===== src/inc/adccal_pkg.sv =====
// Package for the converter calibration control block.
// Assumes a 200 MHz register clock and an AXI4-Lite master with 32-bit data.
package adccal_pkg;
   // Register indices; the byte address is four times the index.
   localparam logic [7:0] IDX_CAL_ENABLE = 8'h61;
   localparam logic [7:0] IDX_CAL_CONFIG = 8'h62;
   localparam logic [7:0] IDX_OFS_AVG = 8'h68;
   localparam logic [7:0] IDX_CAL_PROGRESS = 8'h6A;
   localparam logic [7:0] IDX_PIN_SETUP = 8'h6B;
   localparam logic [7:0] IDX_SW_TRIG = 8'h6C;
   localparam logic [7:0] IDX_LOW_POWER = 8'h6E;
   localparam logic [7:0] IDX_IRQ_STATUS = 8'h80;
   localparam logic [7:0] IDX_IRQ_MASK = 8'h81;
   localparam int ADDR_W = 10;
   localparam int IDX_LSB = 2;
   // Reset values.
   localparam logic [7:0] RST_CAL_ENABLE = 8'h01;
   localparam logic [7:0] RST_CAL_CONFIG = 8'h01;
   localparam logic [2:0] RST_AVG_SEL = 3'h6;
   localparam logic [3:0] AVG_LOW_CONST = 4'h1;
   localparam logic [7:0] RST_PIN_SETUP = 8'h00;
   localparam logic [7:0] RST_SW_TRIG = 8'h01;
   localparam logic [7:0] RST_LOW_POWER = 8'h88;
   // Pin-select encodings.
   localparam logic [1:0] PSEL_FOREGROUND_COMPLETE = 2'h0;
   localparam logic [1:0] PSEL_STOPPED = 2'h1;
   localparam logic [1:0] PSEL_ALARM = 2'h2;
   // Interval timing: (2^k + 1) * 256 clock periods.
   localparam int LP_UNIT = 256;
   localparam int LP_CNT_W = 42;
   localparam logic [7:0] IRQ_FOREGROUND_COMPLETE_BIT = 8'h01;
   localparam logic [7:0] IRQ_STOPPED_BIT = 8'h02;
   localparam logic [1:0] RESP_OKAY = 2'h0;
   localparam logic [1:0] RESP_SLVERR = 2'h2;
   // Calibration configuration fields.
   typedef struct packed {
      logic [3:0] rsvd;
      logic bg_offset_cal_enable;
      logic fg_offset_cal_enable;
      logic background_cal_enable;
      logic foreground_run_select;
   } adccal_cfg_t;
   // Low-power background fields.
   typedef struct packed {
      logic [2:0] sleep_interval_select;
      logic [1:0] settle_interval_select;
      logic rsvd;
      logic triggered_sleep_mode;
      logic low_power_bg_enable;
   } adccal_lp_t;
   // Calibration sequencer states.
   typedef enum logic [2:0] {
      ST_HOLD = 3'b000,
      ST_FG = 3'b001,
      ST_BG = 3'b010,
      ST_STOP = 3'b011,
      ST_SLEEP = 3'b100,
      ST_SETTLE = 3'b101,
      ST_DONE = 3'b110
   } adccal_state_t;
endpackage


===== src/hdl/adccal_top.sv =====
// Calibration control: registers, sequencer, trigger select and status pin.
// Assumes synchronous inputs on aclk and a well-behaved AXI4-Lite master.
//
// Register access over AXI4-Lite is this design's own decision.
`timescale 1ns/1ps
// Contract
// - Bit 3: background offset cal, needs background.
// - Bit 2: foreground offset cal, needs foreground.
// - Bit 1 selects background calibration, reset off.
// - Bit 0: reset values, then optionally run foreground.
// - Averaging bits 6-4 reset 6; low nibble 0x1.
// - Stopped flag high at halt, low on resume.
// - Without background, stopped set after foreground.
// - Bit 0 foreground done; bits 4-2 code.
// - Pin select routes done, stopped, alarm, low.
// - Trigger select picks software bit or pin.
// - Software trigger bit acts as pin; reset 1.
// - Low-power register layout, reset 0x88.
// - Enable low holds reset; high runs calibration.
// - Low-power only while background calibration enabled.
// - Sleep timed, or until trigger goes low.
// - Intervals are (2^k+1) times 256 clocks.
module adccal_top import adccal_pkg::*; #(
   parameter int FG_RUN_CYCLES = 64,
   parameter int BG_PASS_CYCLES = 64,
   parameter int LP_UNIT_CYCLES = LP_UNIT
) (
   // Clock and reset
   input wire logic aclk,
   input wire logic aresetn,
   // AXI4-Lite write address and data
   input wire logic [ADDR_W-1:0] awaddr,
   input wire logic awvalid,
   output logic awready,
   input wire logic [31:0] wdata,
   input wire logic [3:0] wstrb,
   input wire logic wvalid,
   output logic wready,
   // AXI4-Lite write response
   output logic [1:0] bresp,
   output logic bvalid,
   input wire logic bready,
   // AXI4-Lite read
   input wire logic [ADDR_W-1:0] araddr,
   input wire logic arvalid,
   output logic arready,
   output logic [31:0] rdata,
   output logic [1:0] rresp,
   output logic rvalid,
   input wire logic rready,
   // Pins and core status
   input wire logic trigger_in_pin,
   input wire logic alarm_in,
   input wire logic [2:0] cal_code_in,
   output logic status_out_pin,
   output logic irq,
   // Core controls
   output logic cal_values_reset,
   output logic fg_cal_active,
   output logic bg_cal_active,
   output logic offset_cal_active,
   output logic core_sleep,
   output logic [2:0] offset_average_select
);
   ////////////////////////////////////////////////////////////////////////////
   // Decoding helpers.
   // Interval in cycles for a power-of-two exponent.
   function automatic logic [LP_CNT_W-1:0] lp_cycles(input int k);
      logic [LP_CNT_W-1:0] base;
      base = (LP_CNT_W'(1) << k) + LP_CNT_W'(1);
      return LP_CNT_W'(base * LP_CNT_W'(LP_UNIT_CYCLES));
   endfunction
   // Exponent of the sleep interval.
   function automatic int sleep_exp(input logic [2:0] s);
      case (s)
         3'h0: return 3;
         3'h1: return 15;
         3'h2: return 18;
         3'h3: return 21;
         3'h4: return 24;
         3'h5: return 27;
         3'h6: return 30;
         default: return 33;
      endcase
   endfunction
   // Exponent of the settle interval.
   function automatic int settle_exp(input logic [1:0] s);
      case (s)
         2'h0: return 3;
         2'h1: return 18;
         2'h2: return 21;
         default: return 24;
      endcase
   endfunction
   // Register index from a byte address.
   function automatic logic [7:0] reg_idx(input logic [ADDR_W-1:0] a);
      return a[ADDR_W-1:IDX_LSB];
   endfunction
   ////////////////////////////////////////////////////////////////////////////
   // Register storage.
   logic cal_enable_ff;
   adccal_cfg_t cfg_ff;
   logic avg_msb_ff;
   logic [2:0] avg_sel_ff;
   logic [2:0] pin_rsvd_ff;
   logic [1:0] pin_sel_ff;
   logic hw_trigger_select_ff;
   logic sw_trigger_bit_ff;
   adccal_lp_t lp_ff;
   logic [1:0] irq_status_ff;
   logic [1:0] irq_mask_ff;
   logic foreground_complete_ff;
   logic cal_stopped_ff;
   adccal_state_t state_ff;
   logic [LP_CNT_W-1:0] cnt_ff;
   // Write and read channel holding state.
   logic aw_ff;
   logic w_ff;
   logic [ADDR_W-1:0] awaddr_ff;
   logic [31:0] wdata_ff;
   logic [3:0] wstrb_ff;
   logic awready_ff;
   logic wready_ff;
   logic bvalid_ff;
   logic [1:0] bresp_ff;
   logic arready_ff;
   logic rvalid_ff;
   logic [31:0] rdata_ff;
   logic [1:0] rresp_ff;
   logic do_write;
   logic [7:0] widx;
   logic [7:0] wbyte;
   logic wmapped;
   logic active_trigger;
   logic foreground_complete_evt;
   logic stop_evt;

   assign do_write = aw_ff && w_ff && !bvalid_ff;
   assign widx = reg_idx(awaddr_ff);
   assign wbyte = wstrb_ff[0] ? wdata_ff[7:0] : 8'h00;
   assign wmapped = (widx == IDX_CAL_ENABLE) || (widx == IDX_CAL_CONFIG) ||
      (widx == IDX_OFS_AVG) || (widx == IDX_CAL_PROGRESS) || (widx == IDX_PIN_SETUP) ||
      (widx == IDX_SW_TRIG) || (widx == IDX_LOW_POWER) || (widx == IDX_IRQ_STATUS) ||
      (widx == IDX_IRQ_MASK);
   // Software bit or pin, whichever the select names.
   assign active_trigger = hw_trigger_select_ff ? trigger_in_pin : sw_trigger_bit_ff;
   ////////////////////////////////////////////////////////////////////////////
   // AXI4-Lite write path: address and data are taken in either order.
   always_ff @(posedge aclk) begin
      if (!aresetn) begin
         aw_ff <= 1'b0;
         w_ff <= 1'b0;
         awready_ff <= 1'b0;
         wready_ff <= 1'b0;
         awaddr_ff <= '0;
         wdata_ff <= '0;
         wstrb_ff <= '0;
      end else begin
         awready_ff <= !aw_ff && !awready_ff && awvalid;
         wready_ff <= !w_ff && !wready_ff && wvalid;
         if (awvalid && awready_ff) begin
            aw_ff <= 1'b1;
            awaddr_ff <= awaddr;
         end else if (do_write) begin
            aw_ff <= 1'b0;
         end
         if (wvalid && wready_ff) begin
            w_ff <= 1'b1;
            wdata_ff <= wdata;
            wstrb_ff <= wstrb;
         end else if (do_write) begin
            w_ff <= 1'b0;
         end
      end
   end
   // Write response, one per completed write.
   always_ff @(posedge aclk) begin
      if (!aresetn) begin
         bvalid_ff <= 1'b0;
         bresp_ff <= RESP_OKAY;
      end else if (do_write) begin
         bvalid_ff <= 1'b1;
         bresp_ff <= wmapped ? RESP_OKAY : RESP_SLVERR;
      end else if (bready) begin
         bvalid_ff <= 1'b0;
      end
   end
   ////////////////////////////////////////////////////////////////////////////
   // Control registers written by software; byte lane 0 only.
   always_ff @(posedge aclk) begin
      if (!aresetn) begin
         cal_enable_ff <= RST_CAL_ENABLE[0];
         cfg_ff <= adccal_cfg_t'(RST_CAL_CONFIG);
         avg_msb_ff <= 1'b0;
         avg_sel_ff <= RST_AVG_SEL;
         {pin_rsvd_ff, pin_sel_ff, hw_trigger_select_ff} <= RST_PIN_SETUP[5:0];
         sw_trigger_bit_ff <= RST_SW_TRIG[0];
         lp_ff <= adccal_lp_t'(RST_LOW_POWER);
         irq_mask_ff <= '0;
      end else if (do_write && wstrb_ff[0]) begin
         case (widx)
            IDX_CAL_ENABLE: cal_enable_ff <= wbyte[0];
            IDX_CAL_CONFIG: cfg_ff <= adccal_cfg_t'(wbyte);
            IDX_OFS_AVG: {avg_msb_ff, avg_sel_ff} <= wbyte[7:4];
            IDX_PIN_SETUP: {pin_rsvd_ff, pin_sel_ff, hw_trigger_select_ff} <= wbyte[5:0];
            IDX_SW_TRIG: sw_trigger_bit_ff <= wbyte[0];
            IDX_LOW_POWER: lp_ff <= adccal_lp_t'(wbyte);
            IDX_IRQ_MASK: irq_mask_ff <= wbyte[1:0];
            default: ;
         endcase
      end
   end
   ////////////////////////////////////////////////////////////////////////////
   // Calibration sequencer.
   always_ff @(posedge aclk) begin
      if (!aresetn) begin
         state_ff <= ST_HOLD;
         cnt_ff <= '0;
      end else if (!cal_enable_ff) begin
         state_ff <= ST_HOLD;
         cnt_ff <= '0;
      end else begin
         case (state_ff)
            ST_HOLD: begin
               // Stored values are reset on entry; foreground runs if selected.
               cnt_ff <= LP_CNT_W'(FG_RUN_CYCLES);
               if (cfg_ff.foreground_run_select) begin
                  state_ff <= ST_FG;
               end else if (cfg_ff.background_cal_enable) begin
                  state_ff <= ST_BG;
               end else begin
                  state_ff <= ST_DONE;
               end
            end
            ST_FG: begin
               if (cnt_ff > LP_CNT_W'(1)) begin
                  cnt_ff <= cnt_ff - LP_CNT_W'(1);
               end else if (cfg_ff.background_cal_enable) begin
                  state_ff <= ST_BG;
                  cnt_ff <= LP_CNT_W'(BG_PASS_CYCLES);
               end else begin
                  state_ff <= ST_DONE;
               end
            end
            ST_BG: begin
               if (cnt_ff > LP_CNT_W'(1)) begin
                  cnt_ff <= cnt_ff - LP_CNT_W'(1);
               end
               if (lp_ff.low_power_bg_enable && cnt_ff <= LP_CNT_W'(1)) begin
                  state_ff <= ST_SLEEP;
                  cnt_ff <= lp_cycles(sleep_exp(lp_ff.sleep_interval_select));
               end else if (!lp_ff.low_power_bg_enable && !active_trigger) begin
                  state_ff <= ST_STOP;
               end
            end
            ST_STOP: begin
               if (active_trigger) begin
                  state_ff <= ST_BG;
                  cnt_ff <= LP_CNT_W'(BG_PASS_CYCLES);
               end
            end
            ST_SLEEP: begin
               if (cnt_ff > LP_CNT_W'(1)) begin
                  cnt_ff <= cnt_ff - LP_CNT_W'(1);
               end
               if (lp_ff.triggered_sleep_mode ? !active_trigger : cnt_ff <= LP_CNT_W'(1)) begin
                  state_ff <= ST_SETTLE;
                  cnt_ff <= lp_cycles(settle_exp(lp_ff.settle_interval_select));
               end
            end
            ST_SETTLE: begin
               if (cnt_ff > LP_CNT_W'(1)) begin
                  cnt_ff <= cnt_ff - LP_CNT_W'(1);
               end else begin
                  state_ff <= ST_BG;
                  cnt_ff <= LP_CNT_W'(BG_PASS_CYCLES);
               end
            end
            ST_DONE: state_ff <= ST_DONE;
            default: state_ff <= ST_HOLD;
         endcase
      end
   end
   ////////////////////////////////////////////////////////////////////////////
   // Progress flags and core controls.
   assign foreground_complete_evt = cal_enable_ff && !foreground_complete_ff &&
      state_ff != ST_HOLD && state_ff != ST_FG;
   assign stop_evt = cal_enable_ff && !cal_stopped_ff &&
      (state_ff == ST_STOP || state_ff == ST_DONE);
   always_ff @(posedge aclk) begin
      if (!aresetn) begin
         foreground_complete_ff <= 1'b0;
         cal_stopped_ff <= 1'b0;
      end else begin
         foreground_complete_ff <= cal_enable_ff &&
            (foreground_complete_ff || foreground_complete_evt);
         cal_stopped_ff <= stop_evt || (cal_stopped_ff && cal_enable_ff &&
            state_ff != ST_BG);
      end
   end
   // Outputs to the converter cores.
   always_ff @(posedge aclk) begin
      if (!aresetn) begin
         cal_values_reset <= 1'b1;
         fg_cal_active <= 1'b0;
         bg_cal_active <= 1'b0;
         offset_cal_active <= 1'b0;
         core_sleep <= 1'b0;
      end else begin
         cal_values_reset <= state_ff == ST_HOLD;
         fg_cal_active <= state_ff == ST_FG;
         bg_cal_active <= state_ff == ST_BG;
         offset_cal_active <= (state_ff == ST_FG && cfg_ff.fg_offset_cal_enable) ||
            (state_ff == ST_BG && cfg_ff.bg_offset_cal_enable);
         core_sleep <= state_ff == ST_SLEEP;
      end
   end
   assign offset_average_select = avg_sel_ff;
   ////////////////////////////////////////////////////////////////////////////
   // Status pin: a single registered mux, so it never glitches.
   always_ff @(posedge aclk) begin
      if (!aresetn) begin
         status_out_pin <= 1'b0;
      end else begin
         case (pin_sel_ff)
            PSEL_FOREGROUND_COMPLETE: status_out_pin <= foreground_complete_ff;
            PSEL_STOPPED: status_out_pin <= cal_stopped_ff;
            PSEL_ALARM: status_out_pin <= alarm_in;
            default: status_out_pin <= 1'b0;
         endcase
      end
   end
   ////////////////////////////////////////////////////////////////////////////
   // Interrupts: sticky status, write one to clear, set wins.
   always_ff @(posedge aclk) begin
      if (!aresetn) begin
         irq_status_ff <= '0;
         irq <= 1'b0;
      end else begin
         for (int i = 0; i < 2; i++) begin
            if ((i == 0 && foreground_complete_evt) || (i == 1 && stop_evt)) begin
               irq_status_ff[i] <= 1'b1;
            end else if (do_write && wstrb_ff[0] && widx == IDX_IRQ_STATUS && wbyte[i]) begin
               irq_status_ff[i] <= 1'b0;
            end
         end
         irq <= |(irq_status_ff & irq_mask_ff);
      end
   end
   ////////////////////////////////////////////////////////////////////////////
   // AXI4-Lite read path.
   always_ff @(posedge aclk) begin
      if (!aresetn) begin
         arready_ff <= 1'b0;
         rvalid_ff <= 1'b0;
         rdata_ff <= '0;
         rresp_ff <= RESP_OKAY;
      end else begin
         arready_ff <= !arready_ff && !rvalid_ff && arvalid;
         if (arvalid && arready_ff) begin
            rvalid_ff <= 1'b1;
            rresp_ff <= RESP_OKAY;
            rdata_ff <= '0;
            case (reg_idx(araddr))
               IDX_CAL_ENABLE: rdata_ff[0] <= cal_enable_ff;
               IDX_CAL_CONFIG: rdata_ff[7:0] <= cfg_ff;
               IDX_OFS_AVG: rdata_ff[7:0] <= {avg_msb_ff, avg_sel_ff, AVG_LOW_CONST};
               IDX_CAL_PROGRESS: rdata_ff[4:0] <= {cal_code_in, cal_stopped_ff,
                  foreground_complete_ff};
               IDX_PIN_SETUP: rdata_ff[5:0] <= {pin_rsvd_ff, pin_sel_ff, hw_trigger_select_ff};
               IDX_SW_TRIG: rdata_ff[0] <= sw_trigger_bit_ff;
               IDX_LOW_POWER: rdata_ff[7:0] <= lp_ff;
               IDX_IRQ_STATUS: rdata_ff[1:0] <= irq_status_ff;
               IDX_IRQ_MASK: rdata_ff[1:0] <= irq_mask_ff;
               default: rresp_ff <= RESP_SLVERR;
            endcase
         end else if (rready) begin
            rvalid_ff <= 1'b0;
         end
      end
   end
   // Bus outputs straight from their flops.
   assign awready = awready_ff;
   assign wready = wready_ff;
   assign bvalid = bvalid_ff;
   assign bresp = bresp_ff;
   assign arready = arready_ff;
   assign rvalid = rvalid_ff;
   assign rdata = rdata_ff;
   assign rresp = rresp_ff;
endmodule


===== config.mk =====
export PLATFORM = sky130hd
export DESIGN_NAME = adccal_top
export DESIGN_NICKNAME = d
export VERILOG_FILES = /design/src/inc/adccal_pkg.sv /design/src/hdl/adccal_top.sv
export SDC_FILE = /design/constraint.sdc
export NUM_CORES = 1
export LEC_CHECK = 0
export ABC_AREA = 1
export BUFFER_PORTS_ARGS = -buffer_cell sky130_fd_sc_hd__buf_4
export CORE_ASPECT_RATIO = 0.6
export CORE_UTILIZATION = 41
export CTS_BUF_LIST = sky130_fd_sc_hd__clkbuf_2 sky130_fd_sc_hd__clkbuf_4 sky130_fd_sc_hd__clkbuf_8
export DETAILED_ROUTE_END_ITERATION = 10
export PLACE_DENSITY = 0.62
export SLEW_MARGIN = 20
export SYNTH_ARGS = -nofsm -noshare
export SYNTH_HDL_FRONTEND = slang
export SYNTH_SLANG_ARGS = --single-unit

===== constraint.sdc =====
create_clock -name aclk -period 2.3 [get_ports aclk]
set_input_delay 0.115 -clock aclk [delete_from_list [all_inputs] [get_ports aclk]]
set_output_delay 0.115 -clock aclk [all_outputs]
set_load 0.1 [all_outputs]

# Word-level counts from Yosys, hierarchy flattened
# Cells that the tools add are included.
totals:
  inputBits: 68
  ff_bits: 124
  elab_cells: 217
  output_inout_bits: 51
classes:
  shifts: 2
  magnitude_cmp: 2
  muxes: 49
  eq_ne: 42
  reduce_logical: 74
  n_addsub: 3
  bitwise_logic: 1
op_table:
  columns: ["cell", "n"]
  rows:
  - ["$mux 42", 7]
  - ["$mux 32", 8]
  - ["$pmux 42 s6", 1]
  - ["$eq 8x7->1 const B", 14]
  - ["$add 34x2->34 const B", 2]
  - ["$shl 1x32->34 const A", 2]
  - ["$gt 42x1->1 const B", 1]
  - ["$le 42x1->1 const B", 1]
  - ["$pmux 6 s7", 1]
  - ["$sub 42x1->42 const B", 1]
  - ["$eq 8x8->1 const B", 4]
  - ["$logic_and 1x1->1", 27]
  - ["$mux 3", 8]
  - ["$pmux 3 s7", 1]
  - ["$eq 3x3->1 const B", 6]
  - ["$reduce_and 2->1", 8]
  - ["$pmux 3 s5", 1]
  - ["$pmux 5 s3", 1]
  - ["$mux 1", 13]
  - ["$eq 3x2->1 const B", 4]
  - ["$logic_or 1x1->1", 12]
  - ["$reduce_bool 2->1", 6]
  - ["$logic_not 1->1", 11]
  - ["$pmux 1 s9", 1]
  - ["other kinds (22)", 32]

# Longest topological paths before layout
depth:
  ltp_word: 11
  mapped_depth: 16
  ltp_nobuf: 16

# Worst setup path before layout
# No wires, ideal clock.
synth_timing:
  path_type: "register to register"
  start: "register bvalid_ff, in the netlist bvalid"
  end: "register lp_ff[3] (netlist bit)"
  synth_period_minus_slack_ns: 2.041
  arrival_time_ns: 1.905
  required_ns: 2.164
  path_stages_with_launch: 7
  setup_time_ns: 0.136
  slack_ns: 0.259
  n_path_buf: 1
  path_cell_list: "dfxtp_1 > nor2_1 > nand2_1 > inv_1 > nand2_1 > clkbuf_1 > o211ai_1"
synth_via:
  elab_chain_cells: 4
synth_rtl:
  columns: ["item", "line", "source"]
  rows:
  - ["from (decl)", "adccal_top.sv:124", "logic bvalid_ff;"]
  - ["from (signal assigned)", "adccal_top.sv:179", "bvalid_ff <= 1'b0;"]
  - ["from (signal assigned)", "adccal_top.sv:182", "bvalid_ff <= 1'b1;"]
  - ["from (signal assigned)", "adccal_top.sv:185", "bvalid_ff <= 1'b0;"]
  - ["$logic_not 1->1", "adccal_top.sv:138", "assign do_write = aw_ff && w_ff && !bvalid_ff;"]
  - ["$logic_and 1x1->1", "adccal_top.sv:138", null]
  - ["$logic_and 1x1->1", "adccal_top.sv:200", "end else if (do_write && wstrb_ff[0]) begin"]
  - ["$reduce_and 2->1 (no line)", null, null]
  - ["to (signal assigned)", "adccal_top.sv:198", "lp_ff <= adccal_lp_t'(RST_LOW_POWER);"]
  - ["to (signal assigned)", "adccal_top.sv:207", "IDX_LOW_POWER: lp_ff <= adccal_lp_t'(wbyte);"]
  - ["to (decl)", "adccal_top.sv:109", "adccal_lp_t lp_ff;"]
# Every way passes these cells.
# A chain may end at the register's enable or synchronous reset.

# Worst setup path after layout
layout_timing:
  start: "register cnt_ff[7]"
  end: "register cnt_ff[37]"
layout_via:
  elab_chain_cells: 4
  elab_cells_between_ends: 13
  classes_between: "add/sub (1); order compare (2); eq/ne (1); mux (7); reduce/logical (2)"
layout_rtl:
  columns: ["item", "line", "source"]
  rows:
  - ["from (decl)", "adccal_top.sv:115", "logic [LP_CNT_W-1:0] cnt_ff;"]
  - ["from (signal assigned)", "adccal_top.sv:226", "cnt_ff <= LP_CNT_W'(FG_RUN_CYCLES);"]
  - ["from (signal assigned)", "adccal_top.sv:237", "cnt_ff <= cnt_ff - LP_CNT_W'(1);"]
  - ["from (signal assigned)", "adccal_top.sv:240", "cnt_ff <= LP_CNT_W'(BG_PASS_CYCLES);"]
  - ["$sub 42x1->42 (tied with other cells)", null, null]
  - ["$mux 42 (tied with other cells)", "adccal_top.sv:246, adccal_top.sv:263", null]
  - ["$mux 42, on equally long branches", "adccal_top.sv:266, adccal_top.sv:249", null]
  - ["$pmux 42 s6", "adccal_top.sv:223", "case (state_ff)"]
# Several ways; a longest one is shown, not always the timed one.

==> run metrics <==
Vias=7,933; most frequent cells after synthesis=301 x nand2_1, 187 x nor2_1, 156 x inv_1; CTS tree=built; final setup margin=183.4 ps; PD cells=~1400 mW/mm²; ys async rst share=0%; routability cong.=~0.9; die height=106.7 µm; Remaining DRCs=0; vias per inst=5.043; Final Non-Filler Cells=around 1,600; pre-CTS WS=89.91 ps; CTS Sinks=120; clock network power share=16.4%; Period minus WS final=2117 ps; RSZ-0062 raised after global routing=yes; Logic pwr share=63.2%; io pins=119; die area=0.01884 mm²; P_sw=6598 µW; synthesized area=0.007492 mm²; Slew headroom=57.25%; library cells used by synthesis=50; CTS Buf Count=17; Worst Tran Pin Value=about 640 ps; nets=1,399; Synth Area in Compound Gates=12.46%; static leakage=around 0.0046 µW; most frequent cell after synthesis=nand2_1; post-synthesis adder-cell area fraction=0.8350%; internal power=6163 µW; port bufs=roughly 60; Reg area=0.002402 mm²; simple-gate share of the synthesized area=39.03%; syn_area_per_cell=6.275 µm²; maximum level of the CTS H-tree=4; gr ovfl total=0; Clk pin slew, worst setup/hold paths=80 ps; number of synthesized flops with an enable pin=0; area occupied by multi-input gates=0.004308 mm²; gr usage total=25.95%; routed wire length=about 24,000 µm; antenna violations before repair=0; HPWL after DPL=18,060 µm; CP endpoint kind=flip-flop; Clock Path Buffers=2; Yosys top cell area share=between 30% and 40%; VDD IR max=0.0006152 V; number of fill cells=~1,700; top cells by area, synth=dfxtp_1 32%, nand2_1 15%, nor2_1 9.4%; final setup vio count=0; number of diodes=0; Yosys reg bits=120; Seq/Total Area, Yosys=32.06%; post-placement cell count=1,516; drt wl/cell=between 15 and 20 µm; Seq pwr share=20.4%; hold slack=29.24 ps; Root Driver=clkbuf_8; core region area=0.01750 mm²; Mapped Cells=1,194; crit path DAT=2530 ps; max-cap viol count=0; die width=between 150 and 200 µm; largest area contributor in the netlist=dfxtp_1; crit path kind=flip-flop to flip-flop; layout cell share with drive strength beyond 1=between 10% and 20%; Final Skew=17.14 ps; Max FO, Critical Path=4; largest family of logic cells by synthesized area=simple AND/OR/NAND/NOR gates; area grow syn2layout=22.68%; Worst EP required=2710 ps; Clk Latency, worst-skew pair=460 ps; Slew Limit Fails=0; drt pass-1 iters=5; Final ANT Viol Nets=0; Synth Area in XOR/XNOR=2.455%; Fin. Hold Viols=0; largest net degree at the start of global routing=29; initial cell density of the core=42.81%; post-synthesis mux area share=0%; status=finished clean; fmax=around 0.47 GHz; HP Class=primary input to flip-flop; switch share=51.71%; drt initial violations=between 600 and 700; Most used DFF post-synth=dfxtp_1; warnings from Yosys=0; # rows=37; first-pass GRT wire length=37,510 µm; utilization after layout=52.52%; vias in the first global route=about 6,900; critical path startpoint category=flip-flop; crit share post-route=between 90 and 100%
per-layer routing:
| metal | part of all wire (%) | wire length, µm | GRT usage, % |
|---|---|---|---|
| met1 | 55 | 13060 | 42.62 |
| met2 | 34 | 8129 | 32.49 |
| met3 | 9.8 | 2315 | 6.135 |
| met4 | 0.70 | 165 | 4.865 |
| met5 | 0 | 0 | 0 |
layout by cell type, fill, tap and decap left out, types with 3 or more instances in the layout:
| master | count |
|---|---|
| a221oi_1 | 3 |
| nor3_1 | 22 |
| clkbuf_8 | 18 |
| nor2_4 | 10 |
| clkinv_4 | 6 |
| nor2_1 | 169 |
| dfxtp_1 | 120 |
| nand3_1 | 79 |
| a211oi_1 | 9 |
| bufinv_16 | 3 |
| nand2_1 | 299 |
| buf_4 | 117 |
| nand3_2 | 8 |
| inv_1 | 155 |
| o21ai_0 | 62 |
| o21ai_1 | 12 |
| dlygate4sd3_1 | 23 |
| ha_1 | 3 |
| conb_1 | 30 |
| inv_2 | 4 |
| nor2_2 | 22 |
| nand2_4 | 7 |
| xor2_1 | 20 |
| a21oi_1 | 59 |
| nand4_1 | 22 |
| nand2_2 | 9 |
| o211ai_1 | 7 |
critical path, cell delays in order (launching register included):
cell	delay, ps
dfxtp_1	360
inv_1	140
nand2_1	70
nor2_1	300
nand3_1	240
nor2_2	270
nand2_1	80
nand2_1	70
nand2_1	90
nor2_1	180
nand3_1	100
nand4_1	90
nand2_1	50
inv_1	50
cell type report:
type,instances,area share [%]
clock buffer,19,2.777
clock inverter,13,1.865
inverter,162,6.670
multi-input combinational,883,46.87
sequential,120,26.14
tap,234,3.185
timing repair buffer,142,12.50
registers in the layout, summed over array words and instances (netlist names), 2 cells and up:
register               flops
state_ff                   3
lp_ff                      8
wdata_ff                   8
pin_sel_ff                 2
awaddr_ff                  8
rdata                      8
irq_status_ff              2
offset_average_select      3
irq_mask_ff                2
cfg_ff                     8
cnt_ff                    42
pin_rsvd_ff                3
power groups by stage:
stage	clock (µW)	combinational, µW	sequential, µW
global route	2220	8910	2640
global placement	0	7520	2630
detailed placement	0	7580	2630
CTS	2130	7650	2580
floorplan	0	5300	2780
finish	2100	8060	2600
per-stage QoR:
| step | power (µW) | cell area [µm²] | setup TNS [ps] |
|---|---|---|---|
| final | 12760 | 9191 | 0 |
| after global routing | 13780 | 9191 | -36.99 |
| after CTS | 12360 | 9085 | 0 |
| after detailed placement | 10210 | 8428 | 0 |
| after global placement | 10150 | 8428 | 0 |
| after floorplan | 8072 | 7601 | 0 |
final timing paths:
path,cells past startpoint,slack [ps],end,startpoint
min reg2reg,1,450,irq_status_ff[0],foreground_complete_ff
max,13,180,cnt_ff[37],cnt_ff[7]
max reg2reg,13,180,cnt_ff[37],cnt_ff[7]
min,3,30,wdata_ff[7],wdata[7]
logic make-up (layout without fill, tap and decap cells):
family	count (synthesis)	after routing
AO/OA/AOI/OAI	167	167
XOR/XNOR	21	21
adder cells (fa/ha/maj)	5	5
buffers and inverters	220	336
flip-flops	120	120
other	1	30
AND/OR/NAND/NOR	660	660
repair_timing:
item                       CTS  global route
setup buffers                0             2
hold endpoints to repair    23             0
resized for setup            0            30
setup endpoints to repair    0            34
hold buffers                23             0
Note: power is estimated with default switching activity, not from simulation.
